==> config.mk <==
export PLATFORM = sky130hd
export DESIGN_NAME = dcc_top
export DESIGN_NICKNAME = d
export VERILOG_FILES = /design/src/dcc_pkg.sv /design/src/dcc_ser_if.sv /design/src/dcc_serializer.sv /design/src/dcc_top.sv
export SDC_FILE = /design/constraint.sdc
export NUM_CORES = 2
export LEC_CHECK = 0
export ABC_AREA = 1
export BUFFER_PORTS_ARGS = -buffer_cell sky130_fd_sc_hd__buf_2
export CORE_AREA = 2 2 465 467
export DETAILED_ROUTE_END_ITERATION = 8
export DIE_AREA = 0 0 467 469
export GPL_TIMING_DRIVEN = 1
export PLACE_DENSITY = 0.48
export SYNTH_ARGS = -nofsm -noshare
export SYNTH_HDL_FRONTEND = slang
export SYNTH_SLANG_ARGS = --single-unit
==> constraint.sdc <==
create_clock -name pclk -period 13 [get_ports pclk]
set_input_delay 1.95 -clock pclk [delete_from_list [all_inputs] [get_ports pclk]]
set_output_delay 1.95 -clock pclk [all_outputs]
set_load 0.005 [all_outputs]
==> src/dcc_pkg.sv <==
package dcc_pkg;
   // ------------------------------------------------------------------
   // register map (byte addresses, one aligned word each)
   // ------------------------------------------------------------------
   localparam logic [11:0] ADDR_GCTRL   = 12'h000; // convert requests
   localparam logic [11:0] ADDR_GSTAT   = 12'h004; // busy flags
   localparam logic [11:0] ADDR_MODE0   = 12'h010; // per-device mode
   localparam logic [11:0] ADDR_CFG0    = 12'h020; // per-channel config
   localparam logic [11:0] ADDR_DATA0   = 12'h060; // per-channel data
   localparam logic [11:0] ADDR_GAIN0   = 12'h0A0; // per-channel gain
   localparam logic [11:0] ADDR_OFFS0   = 12'h0E0; // per-channel offset
   // ------------------------------------------------------------------
   // field layout
   // ------------------------------------------------------------------
   localparam int MODE_SEQ_BIT   = 0;   // 1: sequencer mode
   localparam int MODE_CTRL_BIT  = 1;   // 1: manual controlled
   localparam int CFG_RANGE_LSB  = 0;   // 4-bit range code
   localparam int CFG_PWR_BIT    = 4;   // 1: powered up
   localparam int CFG_OEN_BIT    = 5;   // 1: output enabled
   localparam logic [5:0] CFG_RESET  = 6'h00;
   localparam logic [1:0] MODE_RESET = 2'h0;
   // range codes: 0-3 unipolar, 4-7 bipolar, 8-10 current
   localparam logic [3:0] RANGE_BIP_LO = 4'h4;
   localparam logic [3:0] RANGE_BIP_HI = 4'h7;
   localparam logic [3:0] RANGE_LAST   = 4'hA;
   // ------------------------------------------------------------------
   // correction scaling
   // ------------------------------------------------------------------
   localparam int GAIN_SHIFT = 18; // divide by 262144
   localparam int OFFS_SHIFT = 2;  // divide by 4
   // serial word: 2 kind bits, 3 channel bits, pad, 16 data or 6 config payload bits
   localparam int WORD_W     = 24;
   localparam logic [1:0] KIND_DATA = 2'h1;
   localparam logic [1:0] KIND_CFG  = 2'h2;
   // load strobe low time, ns, and derived cycles at 10 MHz
   localparam int LOAD_NS       = 200;
   localparam int CLK_NS        = 100;
   localparam int LOAD_CYCLES   = (LOAD_NS + CLK_NS - 1) / CLK_NS;
   localparam int SCLK_DIV      = 2; // serial bit every 2 cycles
endpackage : dcc_pkg

==> src/dcc_ser_if.sv <==
// transfer request channel between controller and serialiser
interface dcc_ser_if;
   logic                     valid;
   logic                     ready;
   logic [dcc_pkg::WORD_W-1:0] word;
   modport ctl (output valid, output word, input ready);
   modport ser (input valid, input word, output ready);
endinterface : dcc_ser_if

==> src/dcc_serializer.sv <==
module dcc_serializer (
   input  wire logic pclk,
   input  wire logic presetn,
   dcc_ser_if.ser    req,
   output logic      sclk_q,
   output logic      sdo_q,
   output logic      sync_n_q
);
   localparam int CW = $clog2(dcc_pkg::WORD_W + 1);
   logic [dcc_pkg::WORD_W-1:0] sh_q;
   logic [CW-1:0]              cnt_q;
   logic                       div_q;
   logic                       act_q;

   // ready only while idle, so one word at a time
   assign req.ready = !act_q;

   // shift word out msb first, one bit per divider enable
   always_ff @(posedge pclk or negedge presetn) begin
      if (!presetn) begin
         sh_q     <= '0;
         cnt_q    <= '0;
         div_q    <= 1'b0;
         act_q    <= 1'b0;
         sclk_q   <= 1'b0;
         sdo_q    <= 1'b0;
         sync_n_q <= 1'b1;
      end else if (!act_q) begin
         sclk_q <= 1'b0;
         if (req.valid) begin
            sh_q     <= req.word;
            cnt_q    <= CW'(dcc_pkg::WORD_W);
            act_q    <= 1'b1;
            div_q    <= 1'b0;
            sync_n_q <= 1'b0;
         end
      end else begin
         div_q <= !div_q;
         if (!div_q) begin
            // falling half: present next bit
            sclk_q <= 1'b0;
            if (cnt_q == '0) begin
               act_q    <= 1'b0;
               sync_n_q <= 1'b1;
            end else begin
               sdo_q <= sh_q[dcc_pkg::WORD_W-1];
               sh_q  <= {sh_q[dcc_pkg::WORD_W-2:0], 1'b0};
               cnt_q <= cnt_q - CW'(1);
            end
         end else begin
            sclk_q <= 1'b1; // rising half: far side samples sdo here
         end
      end
   end
endmodule : dcc_serializer

==> src/dcc_top.sv <==
// ---------------------------------------------------------------------
// Summary of operation
// - each device has four 16-bit channels
// - one or two devices by parameter
// - eleven selectable ranges per channel
// - unipolar data is straight binary
// - bipolar data is two's complement
// - current ranges straight binary, offset 4mA
// - correct by gain/262144 then offset/4
// - corrections are signed 16-bit; offset in quarter steps
// - zero corrections pass data unchanged
// - immediate mode write transfers then loads
// - reset gives immediate mode, channels off
// - per-device manual or sequencer mode
// - sequencer clock converts all sequencer devices
// - controlled mode updates on command bit
// - immediate load only after busy clears
// - busy flag per device in status
// - convert request bit loads at once in controlled mode
// - sequencer clock from rear input line
// ---------------------------------------------------------------------
//
// The register offsets and the APB interface to the registers are this design's own decisions.
module dcc_top #(
   parameter int NUM_DEV = 2
) (
   input  wire logic                pclk,
   input  wire logic                presetn,
   input  wire logic                psel,
   input  wire logic                penable,
   input  wire logic                pwrite,
   input  wire logic [11:0]         paddr,
   input  wire logic [31:0]         pwdata,
   output logic      [31:0]         prdata,
   output logic                     pready,
   output logic                     pslverr,
   input  wire logic                seq_conv_clk,
   output logic [NUM_DEV-1:0]       dac_sclk,
   output logic [NUM_DEV-1:0]       dac_sdo,
   output logic [NUM_DEV-1:0]       dac_sync_n,
   output logic [NUM_DEV-1:0]       converter_load_strobe_n
);
   localparam int NCH = 4 * NUM_DEV;

   // ------------------------------------------------------------------
   // elaboration check
   // ------------------------------------------------------------------
   if (NUM_DEV != 1 && NUM_DEV != 2) begin : g_bad
      $error("NUM_DEV must be 1 or 2");
   end

   // ------------------------------------------------------------------
   // apb decode
   // ------------------------------------------------------------------
   logic        wr_en;
   assign wr_en   = psel && penable && pwrite;
   assign pready  = 1'b1; // zero wait states, fixed latency

   // per-channel and per-device storage
   logic [5:0]  cfg_q   [NCH];
   logic [15:0] data_q  [NCH];
   logic [15:0] gain_q  [NCH];
   logic [15:0] offs_q  [NCH];
   logic [1:0]  mode_q  [NUM_DEV];
   logic [NCH-1:0] data_pend_q;
   logic [NCH-1:0] cfg_pend_q;
   logic [NUM_DEV-1:0] busy;
   logic [NUM_DEV-1:0] load_req;

   function automatic logic hit(input logic [11:0] base,
                                input int n, input logic [11:0] a);
      hit = (a >= base) && (a < base + 12'(4 * n)) && (a[1:0] == 2'b00);
   endfunction : hit

   logic [2:0] ch_sel;
   assign ch_sel = paddr[4:2];

   // ------------------------------------------------------------------
   // register writes, one generate loop per channel
   // ------------------------------------------------------------------
   for (genvar c = 0; c < NCH; c++) begin : g_ch
      // config, data and correction registers of channel c
      always_ff @(posedge pclk or negedge presetn) begin
         if (!presetn) begin
            cfg_q[c]  <= dcc_pkg::CFG_RESET;
            data_q[c] <= 16'h0000;
            gain_q[c] <= 16'h0000;
            offs_q[c] <= 16'h0000;
         end else if (wr_en && 32'(ch_sel) == c) begin
            if (hit(dcc_pkg::ADDR_CFG0, NCH, paddr) &&
                pwdata[3:0] <= dcc_pkg::RANGE_LAST)
               cfg_q[c] <= pwdata[5:0];
            if (hit(dcc_pkg::ADDR_DATA0, NCH, paddr))
               data_q[c] <= pwdata[15:0];
            if (hit(dcc_pkg::ADDR_GAIN0, NCH, paddr))
               gain_q[c] <= pwdata[15:0];
            if (hit(dcc_pkg::ADDR_OFFS0, NCH, paddr))
               offs_q[c] <= pwdata[15:0];
         end
      end
   end

   // device mode registers
   for (genvar d = 0; d < NUM_DEV; d++) begin : g_mode
      always_ff @(posedge pclk or negedge presetn) begin
         if (!presetn)
            mode_q[d] <= dcc_pkg::MODE_RESET;
         else if (wr_en && hit(dcc_pkg::ADDR_MODE0, NUM_DEV, paddr) &&
                  32'(paddr[2]) == d)
            mode_q[d] <= pwdata[1:0];
      end
   end

   // ------------------------------------------------------------------
   // correction arithmetic
   // ------------------------------------------------------------------
   // signed arithmetic at 40 bits; unipolar and current codes are
   // lifted to signed by a zero msb so one datapath serves all codings
   function automatic logic [15:0] correct(input logic [15:0] raw,
                                           input logic [15:0] g,
                                           input logic [15:0] o,
                                           input logic        bip);
      logic signed [39:0] v;
      logic signed [39:0] p;
      logic signed [39:0] lo;
      logic signed [39:0] hi;
      v  = bip ? 40'(signed'(raw)) : 40'({1'b0, raw});
      p  = v - ((v * 40'(signed'(g))) >>> dcc_pkg::GAIN_SHIFT);
      p  = p - (40'(signed'(o)) >>> dcc_pkg::OFFS_SHIFT);
      lo = bip ? -40'sd32768 : 40'sd0;
      hi = bip ? 40'sd32767 : 40'sd65535;
      if (p < lo) p = lo;
      if (p > hi) p = hi;
      correct = p[15:0]; // zero corrections give raw back
   endfunction : correct

   // ------------------------------------------------------------------
   // pending tracking and serialisation
   // ------------------------------------------------------------------
   dcc_ser_if sif [NUM_DEV] ();
   logic [2:0] cur_q [NUM_DEV];
   logic       cur_cfg_q [NUM_DEV];
   logic       sent_q [NUM_DEV];
   logic       clr_q [NUM_DEV];

   // pending bits: a write sets, the scheduler clears; set wins
   always_ff @(posedge pclk or negedge presetn) begin
      if (!presetn) begin
         data_pend_q <= '0;
         cfg_pend_q  <= '0;
      end else begin
         for (int c = 0; c < NCH; c++) begin
            if (clr_q[c / 4] && cur_q[c / 4][1:0] == 2'(c % 4)) begin
               if (cur_cfg_q[c / 4]) cfg_pend_q[c]  <= 1'b0;
               else                  data_pend_q[c] <= 1'b0;
            end
            if (wr_en && 32'(ch_sel) == c &&
                hit(dcc_pkg::ADDR_CFG0, NCH, paddr))
               cfg_pend_q[c] <= 1'b1;
            if (wr_en && 32'(ch_sel) == c &&
                hit(dcc_pkg::ADDR_DATA0, NCH, paddr))
               data_pend_q[c] <= 1'b1;
         end
      end
   end

   // ------------------------------------------------------------------
   // per-device scheduler and load strobe
   // ------------------------------------------------------------------
   logic seq_s1_q;
   logic seq_s2_q;
   logic seq_s3_q;
   logic seq_evt;
   logic [NUM_DEV-1:0] creq;

   // rear line sync, then rising edge detect
   always_ff @(posedge pclk or negedge presetn) begin
      if (!presetn) begin
         seq_s1_q <= 1'b0;
         seq_s2_q <= 1'b0;
         seq_s3_q <= 1'b0;
      end else begin
         seq_s1_q <= seq_conv_clk;
         seq_s2_q <= seq_s1_q;
         seq_s3_q <= seq_s2_q;
      end
   end
   assign seq_evt = seq_s2_q && !seq_s3_q;
   assign creq = (wr_en && paddr == dcc_pkg::ADDR_GCTRL) ?
                 pwdata[NUM_DEV-1:0] : '0;

   for (genvar d = 0; d < NUM_DEV; d++) begin : g_dev
      logic [3:0] dp;
      logic [3:0] cp;
      logic       any;
      logic [2:0] pick;
      logic       pick_cfg;
      logic       imm_arm_q;
      logic [2:0] ld_cnt_q;
      assign dp = data_pend_q[4*d +: 4];
      assign cp = cfg_pend_q[4*d +: 4];
      assign any = |dp || |cp;

      // lowest pending channel, configuration first
      always_comb begin
         pick     = 3'h0;
         pick_cfg = 1'b0;
         for (int i = 3; i >= 0; i--) begin
            if (dp[i]) begin
               pick = 3'(i);
               pick_cfg = 1'b0;
            end
         end
         for (int i = 3; i >= 0; i--) begin
            if (cp[i]) begin
               pick = 3'(i);
               pick_cfg = 1'b1;
            end
         end
      end

      // launch one word; ready drop means accepted
      assign sif[d].valid = any && !sent_q[d];
      assign sif[d].word  = pick_cfg ?
         {dcc_pkg::KIND_CFG, 3'(pick), 13'h0000,
          cfg_q[4*d + 32'(pick)]} :
         {dcc_pkg::KIND_DATA, 3'(pick), 3'h0,
          correct(data_q[4*d + 32'(pick)], gain_q[4*d + 32'(pick)],
                  offs_q[4*d + 32'(pick)],
                  cfg_q[4*d + 32'(pick)][3:0] >= dcc_pkg::RANGE_BIP_LO &&
                  cfg_q[4*d + 32'(pick)][3:0] <= dcc_pkg::RANGE_BIP_HI)};

      always_ff @(posedge pclk or negedge presetn) begin
         if (!presetn) begin
            sent_q[d]    <= 1'b0;
            cur_q[d]     <= 3'h0;
            cur_cfg_q[d] <= 1'b0;
         end else if (sif[d].valid && sif[d].ready) begin
            sent_q[d]    <= 1'b1; // one word in flight
            cur_q[d]     <= pick;
            cur_cfg_q[d] <= pick_cfg;
         end else if (sent_q[d] && sif[d].ready) begin
            sent_q[d] <= 1'b0;
         end
      end

      // one-cycle pulse after launch; clearing only then keeps a
      // write that lands during the shift pending
      always_ff @(posedge pclk or negedge presetn) begin
         if (!presetn)
            clr_q[d] <= 1'b0;
         else
            clr_q[d] <= sif[d].valid && sif[d].ready;
      end

      // busy from first pending write to last completed shift
      assign busy[d] = any || sent_q[d] || !sif[d].ready;

      // immediate mode arms on a data transfer, fires once idle
      always_ff @(posedge pclk or negedge presetn) begin
         if (!presetn)
            imm_arm_q <= 1'b0;
         else if (sent_q[d] && sif[d].ready && !cur_cfg_q[d])
            imm_arm_q <= 1'b1;
         else if (load_req[d] || mode_q[d] != 2'b00)
            imm_arm_q <= 1'b0; // no stale arm after a mode change
      end

      assign load_req[d] =
         (!mode_q[d][0] && !mode_q[d][1] && imm_arm_q && !busy[d]) ||
         (!mode_q[d][0] &&  mode_q[d][1] && creq[d]) ||
         ( mode_q[d][0] && seq_evt);

      // low pulse of fixed width
      always_ff @(posedge pclk or negedge presetn) begin
         if (!presetn)
            ld_cnt_q <= 3'h0;
         else if (load_req[d])
            ld_cnt_q <= 3'(dcc_pkg::LOAD_CYCLES);
         else if (ld_cnt_q != 3'h0)
            ld_cnt_q <= ld_cnt_q - 3'h1;
      end
      assign converter_load_strobe_n[d] = (ld_cnt_q == 3'h0);

      dcc_serializer u_ser (
         .pclk     (pclk),
         .presetn  (presetn),
         .req      (sif[d]),
         .sclk_q   (dac_sclk[d]),
         .sdo_q    (dac_sdo[d]),
         .sync_n_q (dac_sync_n[d])
      );

      AST_IMM_AFTER_IDLE: assert property (@(posedge pclk)
         disable iff (!presetn)
         $fell(converter_load_strobe_n[d]) && mode_q[d] == 2'b00
         |-> $past(!busy[d])) else $error("load while busy");
      AST_CTRL_REQ: assert property (@(posedge pclk)
         disable iff (!presetn)
         mode_q[d] == 2'b10 && creq[d]
         |=> !converter_load_strobe_n[d]) else $error("no load");
      AST_SEQ_EVT: assert property (@(posedge pclk)
         disable iff (!presetn)
         mode_q[d][0] && seq_evt
         |=> !converter_load_strobe_n[d]) else $error("seq miss");
      AST_STROBE_W: assert property (@(posedge pclk)
         disable iff (!presetn)
         $fell(converter_load_strobe_n[d]) && !load_req[d]
         |-> !converter_load_strobe_n[d] [*2]) else $error("width");
      AST_BUSY_SEND: assert property (@(posedge pclk)
         disable iff (!presetn)
         !dac_sync_n[d] |-> busy[d]) else $error("idle busy");
   end

   AST_RESET_OFF: assert property (@(posedge pclk)
      $rose(presetn) |-> cfg_q[0] == 6'h00 && mode_q[0] == 2'b00)
      else $error("reset state");
   AST_PEND_SET: assert property (@(posedge pclk) disable iff (!presetn)
      wr_en && hit(dcc_pkg::ADDR_DATA0, NCH, paddr) |=> busy[ch_sel[2]])
      else $error("no busy");
   AST_ZERO_CORR: assert property (@(posedge pclk) disable iff (!presetn)
      1'b1 |-> correct(data_q[0], 16'h0000, 16'h0000, 1'b0) == data_q[0])
      else $error("corr");

   // ------------------------------------------------------------------
   // read mux
   // ------------------------------------------------------------------
   always_comb begin
      prdata  = 32'h0000_0000;
      pslverr = 1'b0;
      if (paddr == dcc_pkg::ADDR_GCTRL)
         prdata = 32'h0000_0000; // request bits self clear
      else if (paddr == dcc_pkg::ADDR_GSTAT)
         prdata = 32'(busy);
      else if (hit(dcc_pkg::ADDR_MODE0, NUM_DEV, paddr))
         prdata = 32'(mode_q[paddr[2]]);
      else if (hit(dcc_pkg::ADDR_CFG0, NCH, paddr))
         prdata = 32'(cfg_q[ch_sel]);
      else if (hit(dcc_pkg::ADDR_DATA0, NCH, paddr))
         prdata = 32'(data_q[ch_sel]);
      else if (hit(dcc_pkg::ADDR_GAIN0, NCH, paddr))
         prdata = 32'(gain_q[ch_sel]);
      else if (hit(dcc_pkg::ADDR_OFFS0, NCH, paddr))
         prdata = 32'(offs_q[ch_sel]);
      else
         pslverr = psel && penable; // unmapped
   end
endmodule : dcc_top

==> results.cfg <==
[floorplanning]
core_area_um2 = 214000
placementRows = 170
start_util = 0.249
ioPinCount = 92
die_w_um = 467
die_y_um = 469
die_area_um2 = 219000

[global_route]
grt_max_degree = 152
grt_antenna_before_repair = 7
grt_pass1_wl_um = 284000
overflow = 0
grtUsageTotal = 0.165
grt_pass1_vias = 47927

[place]
hpwl_um = 138000
place.gp.congestion = 0.861
numPortBuffers = 58
dpl_cell_area_um2 = 62000

[worst_setup_path]
startpoint_type = flip-flop
r2r_cells = 73
cp_data_arrival_time_ps = 13090
cpMaxStageDelayCell = fa_2
path_class = reg -> reg
r2r_setup_slack_ps = 410
max_stage_delay_ps = 600
crit_top_cell = nand2_1
critical_path.max_fanout = 6
end_kind = flip-flop
required_ps = 13510
timing.rr.end = g_dev[0].u_ser.sh_q[7]
reg2reg_from = data_pend_q[3]

[logic_synthesis]
yosys_warnings = 0
async_reset_ff_frac = 1.00
synth_edf_count = 0
yosys_most_used_dff = dfrtp_1
netlist_area_um2 = 53200
synthDistinctLibCells = 74
yosys_register_bits = 541
syn_area_per_cell_um2 = 8.04
seq_area_frac_synth = 0.255
syn_inst = 6608

[drt]
via_per_inst = 4.68
vias = 47921
dr.pass1.iters = 6
wl_per_cell_um = 18.3
ant_nets = 0
drt-total-wl_um = 188000
drc = 0
drt_iter0_markers = 3273

[cts]
clk_latency_ps = 630
clockBufferDepth = 3
htreeDepth = 3
cts_tree = built
cts_made_buffers = 66
cts.reportedPaths.clkPinSlew_ps = 60
cts_sinks = 541
cts_root_buf = clkbuf_16

[run_status]
status = finished clean

[pwr]
p_seq_frac = 0.373
swShare = 0.289
power.share.clock = 0.421
comb_power_share = 0.206
power_leakage_nw = 33.6
switchingPower_mw = 1.32
power_density_nw_per_um2 = 66.0
peakVddDrop_uv = 72.9
p_total_mw = 4.57
p_int_mw = 3.25

[finish]
drive_gt1_frac = 0.246
stdcell_area_um2 = 69200
final_cell_mix = nand2_1, inv_1, buf_4, nor2_1, o21ai_0
area_growth_pct = 30.2
layout_commonest_cell = nand2_1
fin_util = 0.324
final_net_count = 8297

[hold_path]
min_to = seq_s2_q
min_delay_path_depth = 0
min_from = seq_s1_q
timing.hold.worst.class = reg -> reg

[timing]
finClkSkew_ps = 34.0
slew-limit-headroom = 0.193
hold_viol = 0
worst_slew_pin_slew_ps = 1210
slew_viol_final = 0
rsz0062_at_grt = true
hold_ws_ps = 350
setup_violations = 0
clock.fmax_ghz = 0.0795
min_period_over_period = 0.968
min_period_ps = 12590

[run]
drv_cap = 0
==> through the flow <==
step           std cells  setup TNS [ps]  worst slack, ps
2_1_floorplan       6623               0             66.7
3_3_place_gp        9965          -21570             -955
3_5_place_dp        9965          -21830             -977
4_1_cts            10116               0             11.4
5_1_grt            10234           -5520             -239
6_report           10235               0              414
==> cells in the mapped netlist, types with 21 or more instances <==
| cell | count | area [µm²] |
|---|---|---|
| xor2_1 | 38 | 333 |
| a32oi_1 | 50 | 438 |
| nand3_1 | 109 | 546 |
| o31ai_1 | 22 | 165 |
| clkbuf_1 | 264 | 991 |
| o21ai_0 | 656 | 3280 |
| dfrtp_1 | 539 | 13500 |
| nand4_1 | 33 | 206 |
| xnor2_1 | 38 | 333 |
| nor3_1 | 74 | 370 |
| buf_4 | 24 | 180 |
| o21a_1 | 23 | 173 |
| or2_2 | 93 | 582 |
| inv_1 | 1031 | 3870 |
| a32o_1 | 24 | 240 |
| a21oi_1 | 250 | 1250 |
| fa_1 | 624 | 12500 |
| o22ai_1 | 210 | 1310 |
| buf_1 | 37 | 139 |
| o211ai_1 | 21 | 158 |
| nand2_1 | 1233 | 4630 |
| nor2_1 | 704 | 2640 |
| ha_1 | 278 | 3480 |
==> cell families after synthesis <==
kind of cell	share of synthesized area
xor gates and xnor gates	0.0125
buffers and inverters	0.101
muxes	0.000212
AOI/OAI and AO/OA	0.153
other	0.000141
and+or+nand+nor	0.178
adders and majority gates	0.300
DFF	0.255
==> timing repair <==
item | in CTS | in global routing
resized for setup | 120 | 646
hold buffers | 0 | 0
buffers inserted | 28 | 106
setup endpoints to repair | 32 | 32
pin swaps | 27 | 247
cloned | 4 | 14
==> cell type report <==
type                       count  area, µm²
multi-input combinational   4689      37300
tap                         2838       3550
timing repair buffer         991       8450
antenna                        1       2.50
clock inverter                26        309
fill                       22492     145000
sequential                   541      13500
clock buffer                  93       1940
inverter                    1056       4060
==> how the worst max path moves through the flow <==
stage | start | end
floorplan | data_pend_q[6] | g_dev[1].u_ser.sh_q[14]
global placement | data_pend_q[5] | g_dev[1].u_ser.sh_q[0]
detailed placement | data_pend_q[5] | g_dev[1].u_ser.sh_q[0]
CTS | data_pend_q[6] | g_dev[1].u_ser.sh_q[14]
global route | data_pend_q[6] | g_dev[1].u_ser.sh_q[14]
finish | data_pend_q[3] | g_dev[0].u_ser.sh_q[7]
==> critical path: cells and delay by family (launching register included) <==
kind / cells / cell delay [ps]
adders and majority gates: 11 / 4670
and+or+nand+nor: 33 / 3020
AOI/OAI and AO/OA: 16 / 2750
buffers and inverters: 12 / 1490
DFF: 1 / 390
xor gates and xnor gates: 1 / 90
==> registers in the layout, summed over array words and instances, names as in the netlist, 4 cells and up <==
register	flops
gain_q	128
cfg_pend_q	8
mode_q	4
data_q	128
g_dev.ld_cnt_q	6
cur_q	4
data_pend_q	8
g_dev.u_ser.cnt_q	10
offs_q	128
g_dev.u_ser.sh_q	48
cfg_q	48
==> power groups by stage <==
| stage | sequential [mW] | clock (mW) | combinational, mW |
|---|---|---|---|
| final | 1.70 | 1.92 | 0.940 |
| after global routing | 1.70 | 2.03 | 1.03 |
| after CTS | 1.70 | 1.96 | 0.789 |
| after detailed placement | 1.73 | 0 | 0.761 |
| after global placement | 1.73 | 0 | 0.749 |
| after floorplan | 1.73 | 0 | 0.460 |
==> layer usage <==
metal  vias up  global-route usage  part of all wire
met4         0              0.0543             0.037
met5         -                   0                 0
met1     23947               0.215              0.43
li1      22589                   -                 -
met2      1115               0.288              0.49
met3       270              0.0155             0.041
(Power assumes the default switching activity.)
